$ cat config.mk
export PLATFORM = sky130hd
export DESIGN_NAME = dmacc_channel_ctrl
export DESIGN_NICKNAME = d
export VERILOG_FILES = /design/src/rtl/dmacc_pkg.sv /design/src/rtl/dmacc_ahb_slave.sv /design/src/rtl/dmacc_channel_ctrl.sv
export VERILOG_INCLUDE_DIRS = /design/src /design/src/rtl
export SDC_FILE = /design/constraint.sdc
export NUM_CORES = 1
export LEC_CHECK = 0
export ABC_AREA = 1
export BUFFER_PORTS_ARGS = -buffer_cell sky130_fd_sc_hd__buf_2
export CORE_MARGIN = 2
export CORE_UTILIZATION = 50
export DETAILED_ROUTE_END_ITERATION = 16
export GPL_TIMING_DRIVEN = 0
export PLACE_DENSITY = 0.77
export SLEW_MARGIN = 20
export SYNTH_ARGS = -nofsm -noshare
export SYNTH_HDL_FRONTEND = slang
export SYNTH_SLANG_ARGS = --single-unit
$ cat constraint.sdc
create_clock -name sys_clk -period 3 [get_ports sys_clk]
set_clock_uncertainty 0.1 [all_clocks]
set_input_delay 0 -clock sys_clk [delete_from_list [all_inputs] [get_ports sys_clk]]
set_output_delay 0 -clock sys_clk [all_outputs]
set_load 0.01 [all_outputs]
$ cat src/rtl/dmacc_params.svh
// Purpose: constants of the dma channel control core
// Assumes: included by the package and by every design file
// Notes:   byte offsets on a 32-bit register bus, one word per register
`ifndef DMACC_PARAMS_SVH
`define DMACC_PARAMS_SVH

// ****
// widths
// ****
`define DMACC_ADDR_W      16
`define DMACC_CNT_W       12
`define DMACC_DATA_W      8
`define DMACC_NUM_INT     4
`define DMACC_CNT_ONE     12'h001

// ****
// register byte offsets
// ****
`define DMACC_OFF_CTRL    8'h00
`define DMACC_OFF_SSTART  8'h04
`define DMACC_OFF_SSIZE   8'h08
`define DMACC_OFF_DSTART  8'h0c
`define DMACC_OFF_DSIZE   8'h10
`define DMACC_OFF_SPTR    8'h14
`define DMACC_OFF_DPTR    8'h18
`define DMACC_OFF_SCNT    8'h1c
`define DMACC_OFF_DCNT    8'h20
`define DMACC_OFF_BUF     8'h24
`define DMACC_OFF_ISTAT   8'h28
`define DMACC_OFF_IMASK   8'h2c

// ****
// field positions
// ****
`define DMACC_CTRL_EN     7
`define DMACC_CTRL_HSP    6
`define DMACC_CTRL_ACT    5
`define DMACC_CTRL_HAP    2
`define DMACC_CTRL_HELD   0
`define DMACC_INT_OVR     0
`define DMACC_INT_SDONE   1
`define DMACC_INT_DDONE   2
`define DMACC_INT_ABORT   3

// ****
// reset values
// ****
`define DMACC_CTRL_RST    8'h00
`define DMACC_ADDR_RST    16'h0000
`define DMACC_CNT_RST     12'h000
`define DMACC_BUF_RST     8'h00
`define DMACC_INT_RST     4'h0
`define DMACC_WORD_RST    32'h00000000
`define DMACC_HSIZE_WORD  3'h2

`endif

$ cat src/rtl/dmacc_pkg.sv
// Purpose: shared types of the dma channel control core
// Assumes: constants come from dmacc_params.svh
// Notes:   none
package dmacc_pkg;
    `include "dmacc_params.svh"

    typedef enum logic [1:0] {
        ST_IDLE,
        ST_READ,
        ST_WRITE
    } dmacc_state_e;

    // one memory access request, held until acknowledged
    typedef struct packed {
        logic                     valid;
        logic                     write;
        logic [`DMACC_ADDR_W-1:0] addr;
        logic [`DMACC_DATA_W-1:0] wdata;
    } dmacc_mem_req_s;

    // register access from the bus slave to the core
    typedef struct packed {
        logic        wr;
        logic        rd;
        logic [7:0]  addr;
        logic [31:0] wdata;
    } dmacc_reg_acc_s;

    typedef logic [`DMACC_NUM_INT-1:0] dmacc_int_t;
endpackage : dmacc_pkg

$ cat src/rtl/dmacc_ahb_slave.sv
// Purpose: AHB-Lite slave front end of the dma channel control core
// Assumes: single word transfers; one slave drives hready
// Notes:   writes take no wait state, reads take one
`timescale 1ns/1ps
`include "dmacc_params.svh"
module dmacc_ahb_slave (
    // clock and reset
    input  wire logic                    sys_clk,
    input  wire logic                    rst_n,
    // AHB-Lite
    input  wire logic                    hsel,
    input  wire logic [31:0]             haddr,
    input  wire logic [1:0]              htrans,
    input  wire logic                    hwrite,
    input  wire logic [2:0]              hsize,
    input  wire logic [31:0]             hwdata,
    input  wire logic                    hready,
    output logic                         hreadyout,
    output logic                         hresp,
    output logic [31:0]                  hrdata,
    // register side
    output dmacc_pkg::dmacc_reg_acc_s    regAcc,
    input  wire logic [31:0]             regRdata
);
    import dmacc_pkg::*;

    logic       pendWr_q;
    logic       pendRd_q;
    logic [7:0] addr_q;
    logic       readyOut_q;
    logic [31:0] rdata_q;

    // non-word sizes are not taken and complete as OKAY
    wire take   = hsel & htrans[1] & hready & (hsize == `DMACC_HSIZE_WORD);
    // the wait cycle lets a write just before a read land first
    wire rdNow  = pendRd_q & ~readyOut_q;

    always_ff @(posedge sys_clk or negedge rst_n) begin
        if (!rst_n) begin
            pendWr_q   <= 1'b0;
            pendRd_q   <= 1'b0;
            addr_q     <= 8'h00;
            readyOut_q <= 1'b1;
            rdata_q    <= `DMACC_WORD_RST;
        end else begin
            pendWr_q   <= take & hwrite;
            pendRd_q   <= take & ~hwrite;
            readyOut_q <= ~(take & ~hwrite);
            if (take) begin
                addr_q <= haddr[7:0];
            end
            if (rdNow) begin
                rdata_q <= regRdata;
            end
        end
    end

    assign regAcc.wr    = pendWr_q;
    assign regAcc.rd    = rdNow;
    assign regAcc.addr  = addr_q;
    assign regAcc.wdata = hwdata;
    assign hreadyout    = readyOut_q;
    assign hresp        = 1'b0;
    assign hrdata       = rdata_q;
endmodule : dmacc_ahb_slave

$ cat src/rtl/dmacc_channel_ctrl.sv
// Purpose: control and status core of one dma channel
// Assumes: triggers and memory bus synchronous to sys_clk
// Notes:   one message runs until a source or destination count wraps
//
// The AHB-Lite slave port and the register addresses were left to the implementer.
`timescale 1ns/1ps
`include "dmacc_params.svh"

// Behaviour
// (RQ1) A permitted start trigger during an active message sets overrun.
// (RQ2) Control bit 7 enables the channel when one and turns it off at zero.
// (RQ3) Hardware start triggers begin transfers only while bit 6 is set.
// (RQ4) Control bit 5 reads one exactly while a transaction is under way.
// (RQ5) Hardware abort triggers end transfers only while bit 2 is set.
// (RQ6) Read-only bit 0 is one while a fetched word awaits its write.
// (RQ7) Control bits 4, 3 and 1 always read as zero.
// (RQ8) Each step reads the source then writes the destination, advancing both pointers and counts and reloading a pair with its done flag when its count runs out.
module dmacc_channel_ctrl (
    // clock and reset
    input  wire logic                    sys_clk,
    input  wire logic                    rst_n,
    // AHB-Lite register bus
    input  wire logic                    hsel,
    input  wire logic [31:0]             haddr,
    input  wire logic [1:0]              htrans,
    input  wire logic                    hwrite,
    input  wire logic [2:0]              hsize,
    input  wire logic [31:0]             hwdata,
    input  wire logic                    hready,
    output logic                         hreadyout,
    output logic                         hresp,
    output logic [31:0]                  hrdata,
    // trigger sources
    input  wire logic                    startTrig,
    input  wire logic                    abortTrig,
    // system memory bus
    output dmacc_pkg::dmacc_mem_req_s    memReq,
    input  wire logic                    memAck,
    input  wire logic [7:0]              memRdata,
    // interrupt
    output logic                         irq
);
    import dmacc_pkg::*;

    // ****************************************************************
    // decoding helper
    // ****************************************************************
    function automatic logic regHit(input logic [7:0] a,
                                    input logic [7:0] off);
        regHit = (a[7:2] == off[7:2]);
    endfunction : regHit

    // ****************************************************************
    // state
    // ****************************************************************
    dmacc_reg_acc_s              regAcc;
    logic [31:0]                 regRdata;
    dmacc_state_e                state_q;
    dmacc_state_e                state_d;
    logic                        enable_q;
    logic                        hwStartPermit_q;
    logic                        transactionActive_q;
    logic                        transactionActive_d;
    logic                        hwAbortPermit_q;
    logic                        heldDataPending_q;
    logic                        heldDataPending_d;
    logic [`DMACC_ADDR_W-1:0]    srcStart_q;
    logic [`DMACC_ADDR_W-1:0]    dstStart_q;
    logic [`DMACC_CNT_W-1:0]     srcSize_q;
    logic [`DMACC_CNT_W-1:0]     dstSize_q;
    logic [`DMACC_ADDR_W-1:0]    srcPtr_q;
    logic [`DMACC_ADDR_W-1:0]    srcPtr_d;
    logic [`DMACC_ADDR_W-1:0]    dstPtr_q;
    logic [`DMACC_ADDR_W-1:0]    dstPtr_d;
    logic [`DMACC_CNT_W-1:0]     srcCnt_q;
    logic [`DMACC_CNT_W-1:0]     srcCnt_d;
    logic [`DMACC_CNT_W-1:0]     dstCnt_q;
    logic [`DMACC_CNT_W-1:0]     dstCnt_d;
    logic [`DMACC_DATA_W-1:0]    holdBuf_q;
    dmacc_int_t                  intStat_q;
    dmacc_int_t                  intStat_d;
    dmacc_int_t                  intMask_q;
    dmacc_int_t                  intEvent;
    logic                        irq_q;
    dmacc_mem_req_s              memReq_q;
    dmacc_mem_req_s              memReq_d;

    // ****************************************************************
    // bus slave
    // ****************************************************************
    dmacc_ahb_slave u_slave (
        .sys_clk   (sys_clk),
        .rst_n     (rst_n),
        .hsel      (hsel),
        .haddr     (haddr),
        .htrans    (htrans),
        .hwrite    (hwrite),
        .hsize     (hsize),
        .hwdata    (hwdata),
        .hready    (hready),
        .hreadyout (hreadyout),
        .hresp     (hresp),
        .hrdata    (hrdata),
        .regAcc    (regAcc),
        .regRdata  (regRdata)
    );

    // ****************************************************************
    // register decode
    // ****************************************************************
    wire [31:0] wd       = regAcc.wdata;
    wire hitCtrl   = regHit(regAcc.addr, `DMACC_OFF_CTRL);
    wire hitSStart = regHit(regAcc.addr, `DMACC_OFF_SSTART);
    wire hitSSize  = regHit(regAcc.addr, `DMACC_OFF_SSIZE);
    wire hitDStart = regHit(regAcc.addr, `DMACC_OFF_DSTART);
    wire hitDSize  = regHit(regAcc.addr, `DMACC_OFF_DSIZE);
    wire hitSPtr   = regHit(regAcc.addr, `DMACC_OFF_SPTR);
    wire hitDPtr   = regHit(regAcc.addr, `DMACC_OFF_DPTR);
    wire hitSCnt   = regHit(regAcc.addr, `DMACC_OFF_SCNT);
    wire hitDCnt   = regHit(regAcc.addr, `DMACC_OFF_DCNT);
    wire hitBuf    = regHit(regAcc.addr, `DMACC_OFF_BUF);
    wire hitIStat  = regHit(regAcc.addr, `DMACC_OFF_ISTAT);
    wire hitIMask  = regHit(regAcc.addr, `DMACC_OFF_IMASK);

    wire wrCtrl    = regAcc.wr & hitCtrl;
    wire wrIStat   = regAcc.wr & hitIStat;
    wire wrIMask   = regAcc.wr & hitIMask;
    // pointer setup is locked while a message runs
    wire wrSStart  = regAcc.wr & hitSStart & ~transactionActive_q;
    wire wrSSize   = regAcc.wr & hitSSize & ~transactionActive_q;
    wire wrDStart  = regAcc.wr & hitDStart & ~transactionActive_q;
    wire wrDSize   = regAcc.wr & hitDSize & ~transactionActive_q;

    // ****************************************************************
    // start, abort and step events
    // ****************************************************************
    // (RQ2) software enable and start
    wire swStart   = wrCtrl & wd[`DMACC_CTRL_ACT] & wd[`DMACC_CTRL_EN];
    wire swOff     = wrCtrl & ~wd[`DMACC_CTRL_EN];
    // (RQ3) hardware start gating
    wire hwStart   = startTrig & hwStartPermit_q & enable_q;
    // (RQ5) hardware abort gating
    wire abortHit  = abortTrig & hwAbortPermit_q & transactionActive_q;
    wire killAll   = abortHit | swOff;
    wire beginMsg  = ~transactionActive_q & ~killAll & (swStart | hwStart);
    // (RQ1) trigger while busy
    wire overrun   = hwStart & transactionActive_q;

    wire accDone   = memReq_q.valid & memAck & ~killAll;
    wire readDone  = accDone & (state_q == ST_READ);
    wire writeDone = accDone & (state_q == ST_WRITE);
    wire srcLast   = (srcCnt_q == `DMACC_CNT_ONE);
    wire dstLast   = (dstCnt_q == `DMACC_CNT_ONE);
    wire srcDone   = writeDone & srcLast;
    wire dstDone   = writeDone & dstLast;
    wire msgEnd    = srcDone | dstDone;

    // ****************************************************************
    // pointers and counts
    // ****************************************************************
    // (RQ8) advance or reload each pair
    assign srcPtr_d = wrSStart ? wd[`DMACC_ADDR_W-1:0] :
                      srcDone  ? srcStart_q :
                      writeDone ? srcPtr_q + 16'h0001 : srcPtr_q;
    assign dstPtr_d = wrDStart ? wd[`DMACC_ADDR_W-1:0] :
                      dstDone  ? dstStart_q :
                      writeDone ? dstPtr_q + 16'h0001 : dstPtr_q;
    assign srcCnt_d = wrSSize  ? wd[`DMACC_CNT_W-1:0] :
                      srcDone  ? srcSize_q :
                      writeDone ? srcCnt_q - `DMACC_CNT_ONE : srcCnt_q;
    assign dstCnt_d = wrDSize  ? wd[`DMACC_CNT_W-1:0] :
                      dstDone  ? dstSize_q :
                      writeDone ? dstCnt_q - `DMACC_CNT_ONE : dstCnt_q;

    // (RQ4) active from start to last write, abort or disable
    assign transactionActive_d = killAll  ? 1'b0 :
                                 beginMsg ? 1'b1 :
                                 msgEnd   ? 1'b0 : transactionActive_q;
    // (RQ6) buffer holds a word between read and write
    assign heldDataPending_d = killAll   ? 1'b0 :
                               readDone  ? 1'b1 :
                               writeDone ? 1'b0 : heldDataPending_q;

    // ****************************************************************
    // sequencer
    // ****************************************************************
    always_comb begin
        state_d  = state_q;
        memReq_d = memReq_q;
        if (accDone) begin
            memReq_d.valid = 1'b0;
        end
        case (state_q)
            ST_IDLE: begin
                if (beginMsg) begin
                    state_d        = ST_READ;
                    memReq_d.valid = 1'b1;
                    memReq_d.write = 1'b0;
                    memReq_d.addr  = srcPtr_q;
                end
            end
            // (RQ8) source read first
            ST_READ: begin
                if (readDone) begin
                    state_d        = ST_WRITE;
                    memReq_d.valid = 1'b1;
                    memReq_d.write = 1'b1;
                    memReq_d.addr  = dstPtr_q;
                    memReq_d.wdata = memRdata;
                end
            end
            // (RQ8) then destination write
            ST_WRITE: begin
                if (msgEnd) begin
                    state_d = ST_IDLE;
                end else if (writeDone) begin
                    state_d        = ST_READ;
                    memReq_d.valid = 1'b1;
                    memReq_d.write = 1'b0;
                    memReq_d.addr  = srcPtr_d;
                end
            end
            default: begin
                state_d = ST_IDLE;
            end
        endcase
        // disable or abort withdraws any pending access
        if (killAll) begin
            state_d        = ST_IDLE;
            memReq_d.valid = 1'b0;
        end
    end

    // ****************************************************************
    // interrupt status
    // ****************************************************************
    assign intEvent[`DMACC_INT_OVR]   = overrun;
    assign intEvent[`DMACC_INT_SDONE] = srcDone;
    assign intEvent[`DMACC_INT_DDONE] = dstDone;
    assign intEvent[`DMACC_INT_ABORT] = abortHit;

    // a new event wins over a write-one-to-clear in the same cycle
    genvar gi;
    generate
        for (gi = 0; gi < `DMACC_NUM_INT; gi++) begin : g_sticky
            assign intStat_d[gi] = intEvent[gi] |
                                   (intStat_q[gi] & ~(wrIStat & wd[gi]));
        end
    endgenerate

    // ****************************************************************
    // read mux
    // ****************************************************************
    // (RQ7) unused control bits forced to zero
    wire [7:0] ctrlRd = {enable_q, hwStartPermit_q, transactionActive_q,
                         2'b00, hwAbortPermit_q, 1'b0, heldDataPending_q};
    assign regRdata =
        ({32{hitCtrl}}   & {24'h000000, ctrlRd}) |
        ({32{hitSStart}} & {16'h0000, srcStart_q}) |
        ({32{hitSSize}}  & {20'h00000, srcSize_q}) |
        ({32{hitDStart}} & {16'h0000, dstStart_q}) |
        ({32{hitDSize}}  & {20'h00000, dstSize_q}) |
        ({32{hitSPtr}}   & {16'h0000, srcPtr_q}) |
        ({32{hitDPtr}}   & {16'h0000, dstPtr_q}) |
        ({32{hitSCnt}}   & {20'h00000, srcCnt_q}) |
        ({32{hitDCnt}}   & {20'h00000, dstCnt_q}) |
        ({32{hitBuf}}    & {24'h000000, holdBuf_q}) |
        ({32{hitIStat}}  & {28'h0000000, intStat_q}) |
        ({32{hitIMask}}  & {28'h0000000, intMask_q});

    // ****************************************************************
    // control register
    // ****************************************************************
    always_ff @(posedge sys_clk or negedge rst_n) begin
        if (!rst_n) begin
            enable_q        <= 1'b0;
            hwStartPermit_q <= 1'b0;
            hwAbortPermit_q <= 1'b0;
        end else begin
            // (RQ2) enable follows software
            if (wrCtrl) begin
                enable_q        <= wd[`DMACC_CTRL_EN];
                hwStartPermit_q <= wd[`DMACC_CTRL_HSP];
                hwAbortPermit_q <= wd[`DMACC_CTRL_HAP];
            end else if (abortHit) begin
                // (RQ5) abort permit is spent by the abort
                hwAbortPermit_q <= 1'b0;
            end
        end
    end

    // ****************************************************************
    // channel state
    // ****************************************************************
    always_ff @(posedge sys_clk or negedge rst_n) begin
        if (!rst_n) begin
            state_q             <= ST_IDLE;
            transactionActive_q <= 1'b0;
            heldDataPending_q   <= 1'b0;
            memReq_q            <= '0;
            holdBuf_q           <= `DMACC_BUF_RST;
        end else begin
            state_q             <= state_d;
            transactionActive_q <= transactionActive_d;
            heldDataPending_q   <= heldDataPending_d;
            memReq_q            <= memReq_d;
            if (readDone) begin
                holdBuf_q <= memRdata;
            end
        end
    end

    always_ff @(posedge sys_clk or negedge rst_n) begin
        if (!rst_n) begin
            srcStart_q <= `DMACC_ADDR_RST;
            dstStart_q <= `DMACC_ADDR_RST;
            srcSize_q  <= `DMACC_CNT_RST;
            dstSize_q  <= `DMACC_CNT_RST;
        end else begin
            if (wrSStart) begin
                srcStart_q <= wd[`DMACC_ADDR_W-1:0];
            end
            if (wrDStart) begin
                dstStart_q <= wd[`DMACC_ADDR_W-1:0];
            end
            if (wrSSize) begin
                srcSize_q <= wd[`DMACC_CNT_W-1:0];
            end
            if (wrDSize) begin
                dstSize_q <= wd[`DMACC_CNT_W-1:0];
            end
        end
    end

    always_ff @(posedge sys_clk or negedge rst_n) begin
        if (!rst_n) begin
            srcPtr_q <= `DMACC_ADDR_RST;
            dstPtr_q <= `DMACC_ADDR_RST;
            srcCnt_q <= `DMACC_CNT_RST;
            dstCnt_q <= `DMACC_CNT_RST;
        end else begin
            srcPtr_q <= srcPtr_d;
            dstPtr_q <= dstPtr_d;
            srcCnt_q <= srcCnt_d;
            dstCnt_q <= dstCnt_d;
        end
    end

    always_ff @(posedge sys_clk or negedge rst_n) begin
        if (!rst_n) begin
            intStat_q <= `DMACC_INT_RST;
            intMask_q <= `DMACC_INT_RST;
            irq_q     <= 1'b0;
        end else begin
            intStat_q <= intStat_d;
            if (wrIMask) begin
                intMask_q <= wd[`DMACC_NUM_INT-1:0];
            end
            irq_q <= |(intStat_d & intMask_q);
        end
    end

    assign memReq = memReq_q;
    assign irq    = irq_q;
endmodule : dmacc_channel_ctrl

==> impl_metrics.py, run 1 <==
metrics = {
    "critical_path": {
        "r2r-end": "u_slave.hrdata[5]",
        "r2r_start": "u_slave.addr_q[5]",
        "worstSetupEndpointType": "flip-flop",
        "r2r_slack_ps": 220,
        "critical_path.top_delay_family": "simple AND/OR/NAND/NOR gates",
        "cp.arrival_ps": 3070,
        "crit_buf_inv": 3,
        "slowest_delay_ps": 520,
        "crit_chain": "inv_1, nand2_1, nor2_1, nand2_1, clkbuf_1, o22ai_1, a21oi_1, nand2_1, o21ai_0, inv_1",
        "crit_type": "reg2reg",
        "crit_path_start": "u_slave.addr_q[5]",
        "worst-path-max-fanout": 10,
        "cp-start-kind": "flip-flop",
        "crit_slowest_cell": "nor2_1",
        "required_ps": 3290,
        "cpMostUsedCell": "nand2_1",
        "reg2reg_depth": 10,
    },
    "clock_tree": {
        "numCtsBuffers": 17,
        "post-cts-setup-buffers": 0,
        "cts_root_buffer": "clkbuf_16",
        "clk_latency_ps": 450,
        "h-tree-depth": 4,
        "clk_pin_slew_worst_paths_ps": 80,
        "cts_tree": "done",
        "clkSinkCount": 187,
        "clk_path_buf_depth": 2,
    },
    "grt": {
        "grt_pass1_wl_um": 57400,
        "antenna_found_initial": 0,
        "grt_start_max_net_pins": 72,
        "globalRouteOverflowTotal": 0,
        "grt_pass1_vias": 9876,
        "grt.total_usage_pct": 34.8,
    },
    "detailed_routing": {
        "vias": 10600,
        "vias_per_cell": 5.84,
        "antenna_left": 0,
        "drc": 0,
        "drtIter0Drc": 1349,
        "firstDrtPassIters": 5,
        "wl_um": 37800,
        "wire_per_inst_um": 20.8,
    },
    "placement": {
        "gp_congestion": 1.01,
        "dp_hpwl_um": 28400,
        "port-buffer-count": 85,
    },
    "logic_synthesis": {
        "synth_edf_count": 0,
        "syn_inst": 1369,
        "muxShareOfSynthArea_pct": 0,
        "synth_top_family_by_area": "simple AND/OR/NAND/NOR gates",
        "synth_xor_area_share_pct": 1.77,
        "yosysWarnings": 0,
        "async_reset_ff_share_pct": 100,
        "syn_avg_cell_area_um2": 7.61,
        "synth-adder-area-share_pct": 0.721,
        "ys_ff_latch": 187,
        "synthSimpleGateAreaFrac_pct": 27.4,
        "synth_compound_area_share_pct": 15.2,
        "ys_seq_area_share_pct": 44.9,
        "synth.cell_area_um2": 10400,
        "ys_types": 50,
        "synthFlopType": "dfrtp_1",
    },
    "power": {
        "total_power_mw": 8.35,
        "irDropWorstVdd_v": 0.000432,
        "p_per_area_nw_per_um2": 679,
        "p_leak_nw": 6.18,
    },
    "layout": {
        "syn_to_final_growth_pct": 18.0,
        "layout-drive-gt1-share_pct": 13.9,
        "antenna_cells": 0,
        "finish.utilization_pct": 60.4,
        "nets": 1621,
    },
    "die": {
        "die-width_um": 148,
        "die_area_um2": 22000,
        "core_area_um2": 20400,
        "die_h_um": 148,
        "rows": 52,
        "start_util_pct": 51.1,
        "design.portCount": 146,
    },
    "timing": {
        "tightest_slew_ps": 739,
        "rsz0062_at_grt": "no",
        "setup_viol": 0,
        "slew_headroom_pct": 50.7,
        "fin_crit_ps": 2780,
        "hold-worst-slack_ps": 41.5,
        "hold_viol_final": 0,
        "timing.fmax_mhz": 360,
        "maxSlewViolCount": 0,
        "fin_crit_sh_pct": 92.6,
    },
    "status": {
        "run_status": "completed",
    },
    "worst_hold_path": {
        "hold_path_class": "in2async",
    },
    "run": {
        "cap_violations": 0,
    },
}
synthesized netlist by cell type, drive strengths merged, types with 3 or more instances:
| library cell | instances | area [um2] |
|---|---|---|
| a211oi | 3 | 22.5 |
| a21oi | 35 | 179 |
| a221oi | 8 | 70.1 |
| a22oi | 20 | 150 |
| a31oi | 7 | 43.8 |
| buf | 44 | 280 |
| clkbuf | 17 | 63.8 |
| dfrtp | 186 | 4650 |
| ha | 6 | 75.1 |
| inv | 182 | 683 |
| nand2 | 335 | 1290 |
| nand3 | 117 | 621 |
| nand4 | 25 | 171 |
| nor2 | 134 | 582 |
| nor3 | 20 | 100 |
| o211ai | 12 | 90.1 |
| o21ai | 129 | 649 |
| o21bai | 4 | 41.3 |
| o221ai | 12 | 105 |
| o22ai | 30 | 188 |
| or2 | 7 | 46.3 |
| xor2 | 21 | 184 |
flip-flops by register name, summed over array words and instances (netlist names), 2 cells and up:
signal	cells
intStat_q	4
srcSize_q	12
u_slave.addr_q	6
dstPtr_q	16
holdBuf_q	8
dstCnt_q	12
u_slave.hrdata	16
srcPtr_q	16
dstSize_q	12
dstStart_q	16
memReq	26
srcCnt_q	12
state_q	2
intMask_q	4
srcStart_q	16
power breakdown:
| part | switching, mW | internal [mW] |
|---|---|---|
| logic | 1.67 | 0.933 |
| clock network | 1.16 | 1.12 |
| registers | 0.472 | 2.99 |
cells in the final DEF (no fill, tap or decap), types with 3 or more instances in the layout:
cell type / instances
nand2_1: 326
dfrtp_1: 186
inv_1: 171
nor2_1: 118
o21ai_0: 114
nand3_1: 113
buf_2: 104
dlygate4sd3_1: 38
a21oi_1: 34
o22ai_1: 30
nand4_1: 24
buf_4: 22
xor2_1: 21
nor3_1: 20
a22oi_1: 20
clkbuf_1: 18
conb_1: 17
clkbuf_16: 17
o21ai_1: 14
o221ai_1: 12
o211ai_1: 12
inv_2: 11
nor2_2: 10
a221oi_1: 8
nand2_2: 7
a31oi_1: 7
or2_2: 6
ha_1: 6
nor2_4: 5
inv_6: 4
inv_8: 4
clkinv_4: 3
a211oi_1: 3
o21bai_1: 3
clkinv_8: 3
buf_16: 3
repair_timing:
| item | 4_1_cts | 5_1_grt |
|---|---|---|
| endpoints found under the setup margin | 0 | 0 |
| gates resized for setup | 0 | 0 |
| hold buffers | 39 | 0 |
| endpoints found under the hold margin | 328 | 0 |
per-layer routing:
layer	routed length, um	vias up	global-route usage [%]
met5	0	-	0
met4	1530	0	13.0
met3	3600	101	7.82
met2	16900	617	53.7
met1	15700	5057	48.2
li1	-	4813	-
worst register-to-register path, cell delays in order, from the launching register on:
cell	delay, ps
dfrtp_1	420
inv_1	80
nand2_1	50
nor2_1	520
nand2_1	420
clkbuf_1	440
o22ai_1	300
a21oi_1	90
nand2_1	130
o21ai_0	100
inv_1	80
area by class of cell:
type | instances | area (um2)
clock buffer | 18 | 429
sequential | 187 | 4680
buffer | 61 | 344
clock inverter | 14 | 154
multi-input combinational | 954 | 4760
tap | 270 | 338
fill | 1852 | 8070
inverter | 183 | 692
timing repair buffer | 126 | 898
worst max path at each step:
stage | end | cells after the start | slack (ps)
floorplan | memReq[16] | 11 | 1110
global placement | memReq[1] | 1 | -1330
detailed placement | u_slave.hrdata[5] | 10 | 430
CTS | u_slave.hrdata[5] | 10 | 410
global route | u_slave.hrdata[5] | 10 | 160
finish | u_slave.hrdata[5] | 10 | 220
logic make-up (layout without fill, tap and decap cells):
family,after synthesis,count (layout)
compound gates,265,265
xor+xnor,21,21
fa+ha+maj,6,6
buf+inv,244,402
flops,187,187
other cells,1,17
simple gates,645,645
per-stage QoR:
stage                     instances  setup TNS (ps)  setup slack (ps)  cell area, um2
after floorplan                1385               0              1110           10500
after global placement         1740         -243880             -1330           11200
after detailed placement       1742               0               428           11300
after CTS                      1813               0               410           12300
after global routing           1813               0               158           12300
final                          1813               0               221           12300
Note: power is estimated with default switching activity, not from simulation.
==> run 2: changes to the inputs <==
--- a/config.mk
+++ b/config.mk
@@ -12,7 +12,8 @@
 export CORE_UTILIZATION = 50
 export DETAILED_ROUTE_END_ITERATION = 16
 export GPL_TIMING_DRIVEN = 0
-export PLACE_DENSITY = 0.77
+export PLACE_DENSITY = 0.71
+export REMOVE_ABC_BUFFERS = 1
 export SLEW_MARGIN = 20
 export SYNTH_ARGS = -nofsm -noshare
 export SYNTH_HDL_FRONTEND = slang
==> run 2 against run 1 <==
Sequential cell count stayed put. Non-clock buffer count down 63. Register-to-register slack got worse by 97 ps. Global-route usage fell by 2.5 points. Fmax shrank 3.4%. Hold slack got worse by 46 ps. Cell count decreased by 3.4%. Count of clock-buffer cells in the layout increased by 6. The run now ends with negative hold slack left. Utilization fell by 1.5 points.
==> impl_metrics.py, run 2 (synthesis results as in run 1) <==
metrics = {
    "grt": {
        "globalRouteOverflowTotal": 0,
        "grt_pass1_wl_um": 53900,
        "grt_start_max_net_pins": 83,
        "antenna_found_initial": 0,
        "grt_pass1_vias": 9634,
        "grt.total_usage_pct": 32.3,
    },
    "layout": {
        "nets": 1560,
        "layout_commonest_cell": "nand2_1",
        "layout-drive-gt1-share_pct": 12.3,
        "syn_to_final_growth_pct": 15.1,
        "antenna_cells": 0,
        "final_cell_mix": "323 x nand2_1, 186 x dfrtp_1, 171 x inv_1",
        "largest_reg_flops": 26,
    },
    "timing": {
        "setup_viol": 0,
        "hold-worst-slack_ps": -4.12,
        "tightest_slew_ps": 836,
        "fin_setup_tns_ps": 0,
        "hold_viol_final": 1,
        "fin_crit_ps": 2880,
        "timing.fmax_mhz": 348,
        "fin_crit_sh_pct": 95.8,
        "maxSlewViolCount": 0,
        "setup_ws_ps": 125,
        "rsz0062_at_grt": "no",
        "slew_headroom_pct": 43.9,
    },
    "status": {
        "violations": "negative hold slack",
        "run_status": "complete, but fails checks",
    },
    "clock_tree": {
        "cts_root_buffer": "clkbuf_16",
        "h-tree-depth": 4,
        "clkSinkCount": 187,
        "clk_latency_ps": 440,
        "clk_pin_slew_worst_paths_ps": 70,
        "clk_path_buf_depth": 2,
        "numCtsBuffers": 17,
        "cts_tree": "done",
    },
    "die": {
        "design.portCount": 146,
        "core_area_um2": 20400,
        "die_h_um": 148,
        "rows": 52,
        "die-width_um": 148,
        "start_util_pct": 51.1,
        "die_area_um2": 22000,
    },
    "critical_path": {
        "worst-path-max-fanout": 12,
        "cp-start-kind": "flip-flop",
        "r2r-end": "dstCnt_q[2]",
        "required_ps": 3220,
        "worstSetupEndpointType": "flip-flop",
        "cp.arrival_ps": 3100,
        "reg2reg_depth": 10,
        "r2r_slack_ps": 120,
        "r2r_start": "u_slave.addr_q[5]",
        "crit_path_start": "u_slave.addr_q[5]",
        "crit_type": "reg2reg",
    },
    "placement": {
        "port-buffer-count": 85,
        "dp_hpwl_um": 25400,
        "gp_congestion": 0.968,
        "post-place-ws_ps": -656,
    },
    "power": {
        "p_leak_nw": 5.94,
        "p_per_area_nw_per_um2": 688,
        "irDropWorstVdd_v": 0.000389,
    },
    "detailed_routing": {
        "vias": 10100,
        "vias_per_cell": 5.78,
        "wl_um": 34800,
        "firstDrtPassIters": 6,
        "drc": 0,
        "antenna_left": 0,
        "wire_per_inst_um": 19.9,
        "drtIter0Drc": 980,
    },
    "run": {
        "cap_violations": 0,
    },
    "worst_hold_path": {
        "hold_path_class": "in2async",
    },
}
## run 2: changes by cell type in the layout (fill, tap and decap cells not counted), sizes merged
cell,change
clkinv,+2
dlygate4sd3,-4
bufinv,+1
buf,-42
inv,-9
nor2,+2
clkbuf,-11
## run 2: worst max-delay path by stage
stage | end | slack, ps | cells after the start
floorplan | dstCnt_q[2] | 560 | 10
global placement | memReq[5] | -1350 | 1
detailed placement | dstCnt_q[2] | -660 | 10
CTS | dstCnt_q[6] | 6 | 10
global route | memReq[24] | 2 | 11
finish | dstCnt_q[2] | 120 | 10
## run 2: repair_timing
item | in CTS | in global routing
resized for setup | 8 | 7
hold buffers | 35 | 0
setup endpoints to repair | 76 | 47
gates cloned | 1 | 1
setup buffers | 1 | 0
pin swaps | 2 | 2
hold endpoints to repair | 278 | 0
## run 2: worst max-delay path, cell delays in order, from the launching register on
cell      delay, ps
dfrtp_1         420
inv_1            90
nand2_1          60
nor2_2          340
nand2_2         300
nor2_4          380
inv_1           340
nand2_2         370
inv_1           180
nand2_1         100
o211ai_1         80
## run 2: final cells by class
class / count / area (um2)
fill: 1870 / 8380
multi-input combinational: 956 / 4820
sequential: 187 / 4680
timing repair buffer: 124 / 877
inverter: 183 / 696
clock buffer: 24 / 492
tap: 270 / 338
clock inverter: 8 / 86.3
## run 2: layer usage
layer	track usage [%]	routed length, um	share of wire (%)
met1	43.5	14800	43
met2	50.9	15700	45
met3	7.33	2900	8.3
met4	12.9	1360	3.9
met5	0	0	0
## run 2: power breakdown
| group | switching, mW | internal, mW |
|---|---|---|
| Clock | 1.04 | 1.24 |
| Combinational | 1.63 | 0.883 |
| Sequential | 0.474 | 2.99 |
## run 2: per-stage QoR
step                      instance area, um2  power [mW]  hold WS (ps)  utilization [%]  cells
after detailed placement               11000        5.89          -181             53.9   1682
after global placement                 10900        5.85          88.9             53.5   1679
after CTS                              12000        8.19          1.36             58.8   1751
after floorplan                        10100        5.04          -396                -   1324
after global routing                   12000        8.69          24.9             58.9   1752
final                                  12000        8.25         -4.12             58.9   1752
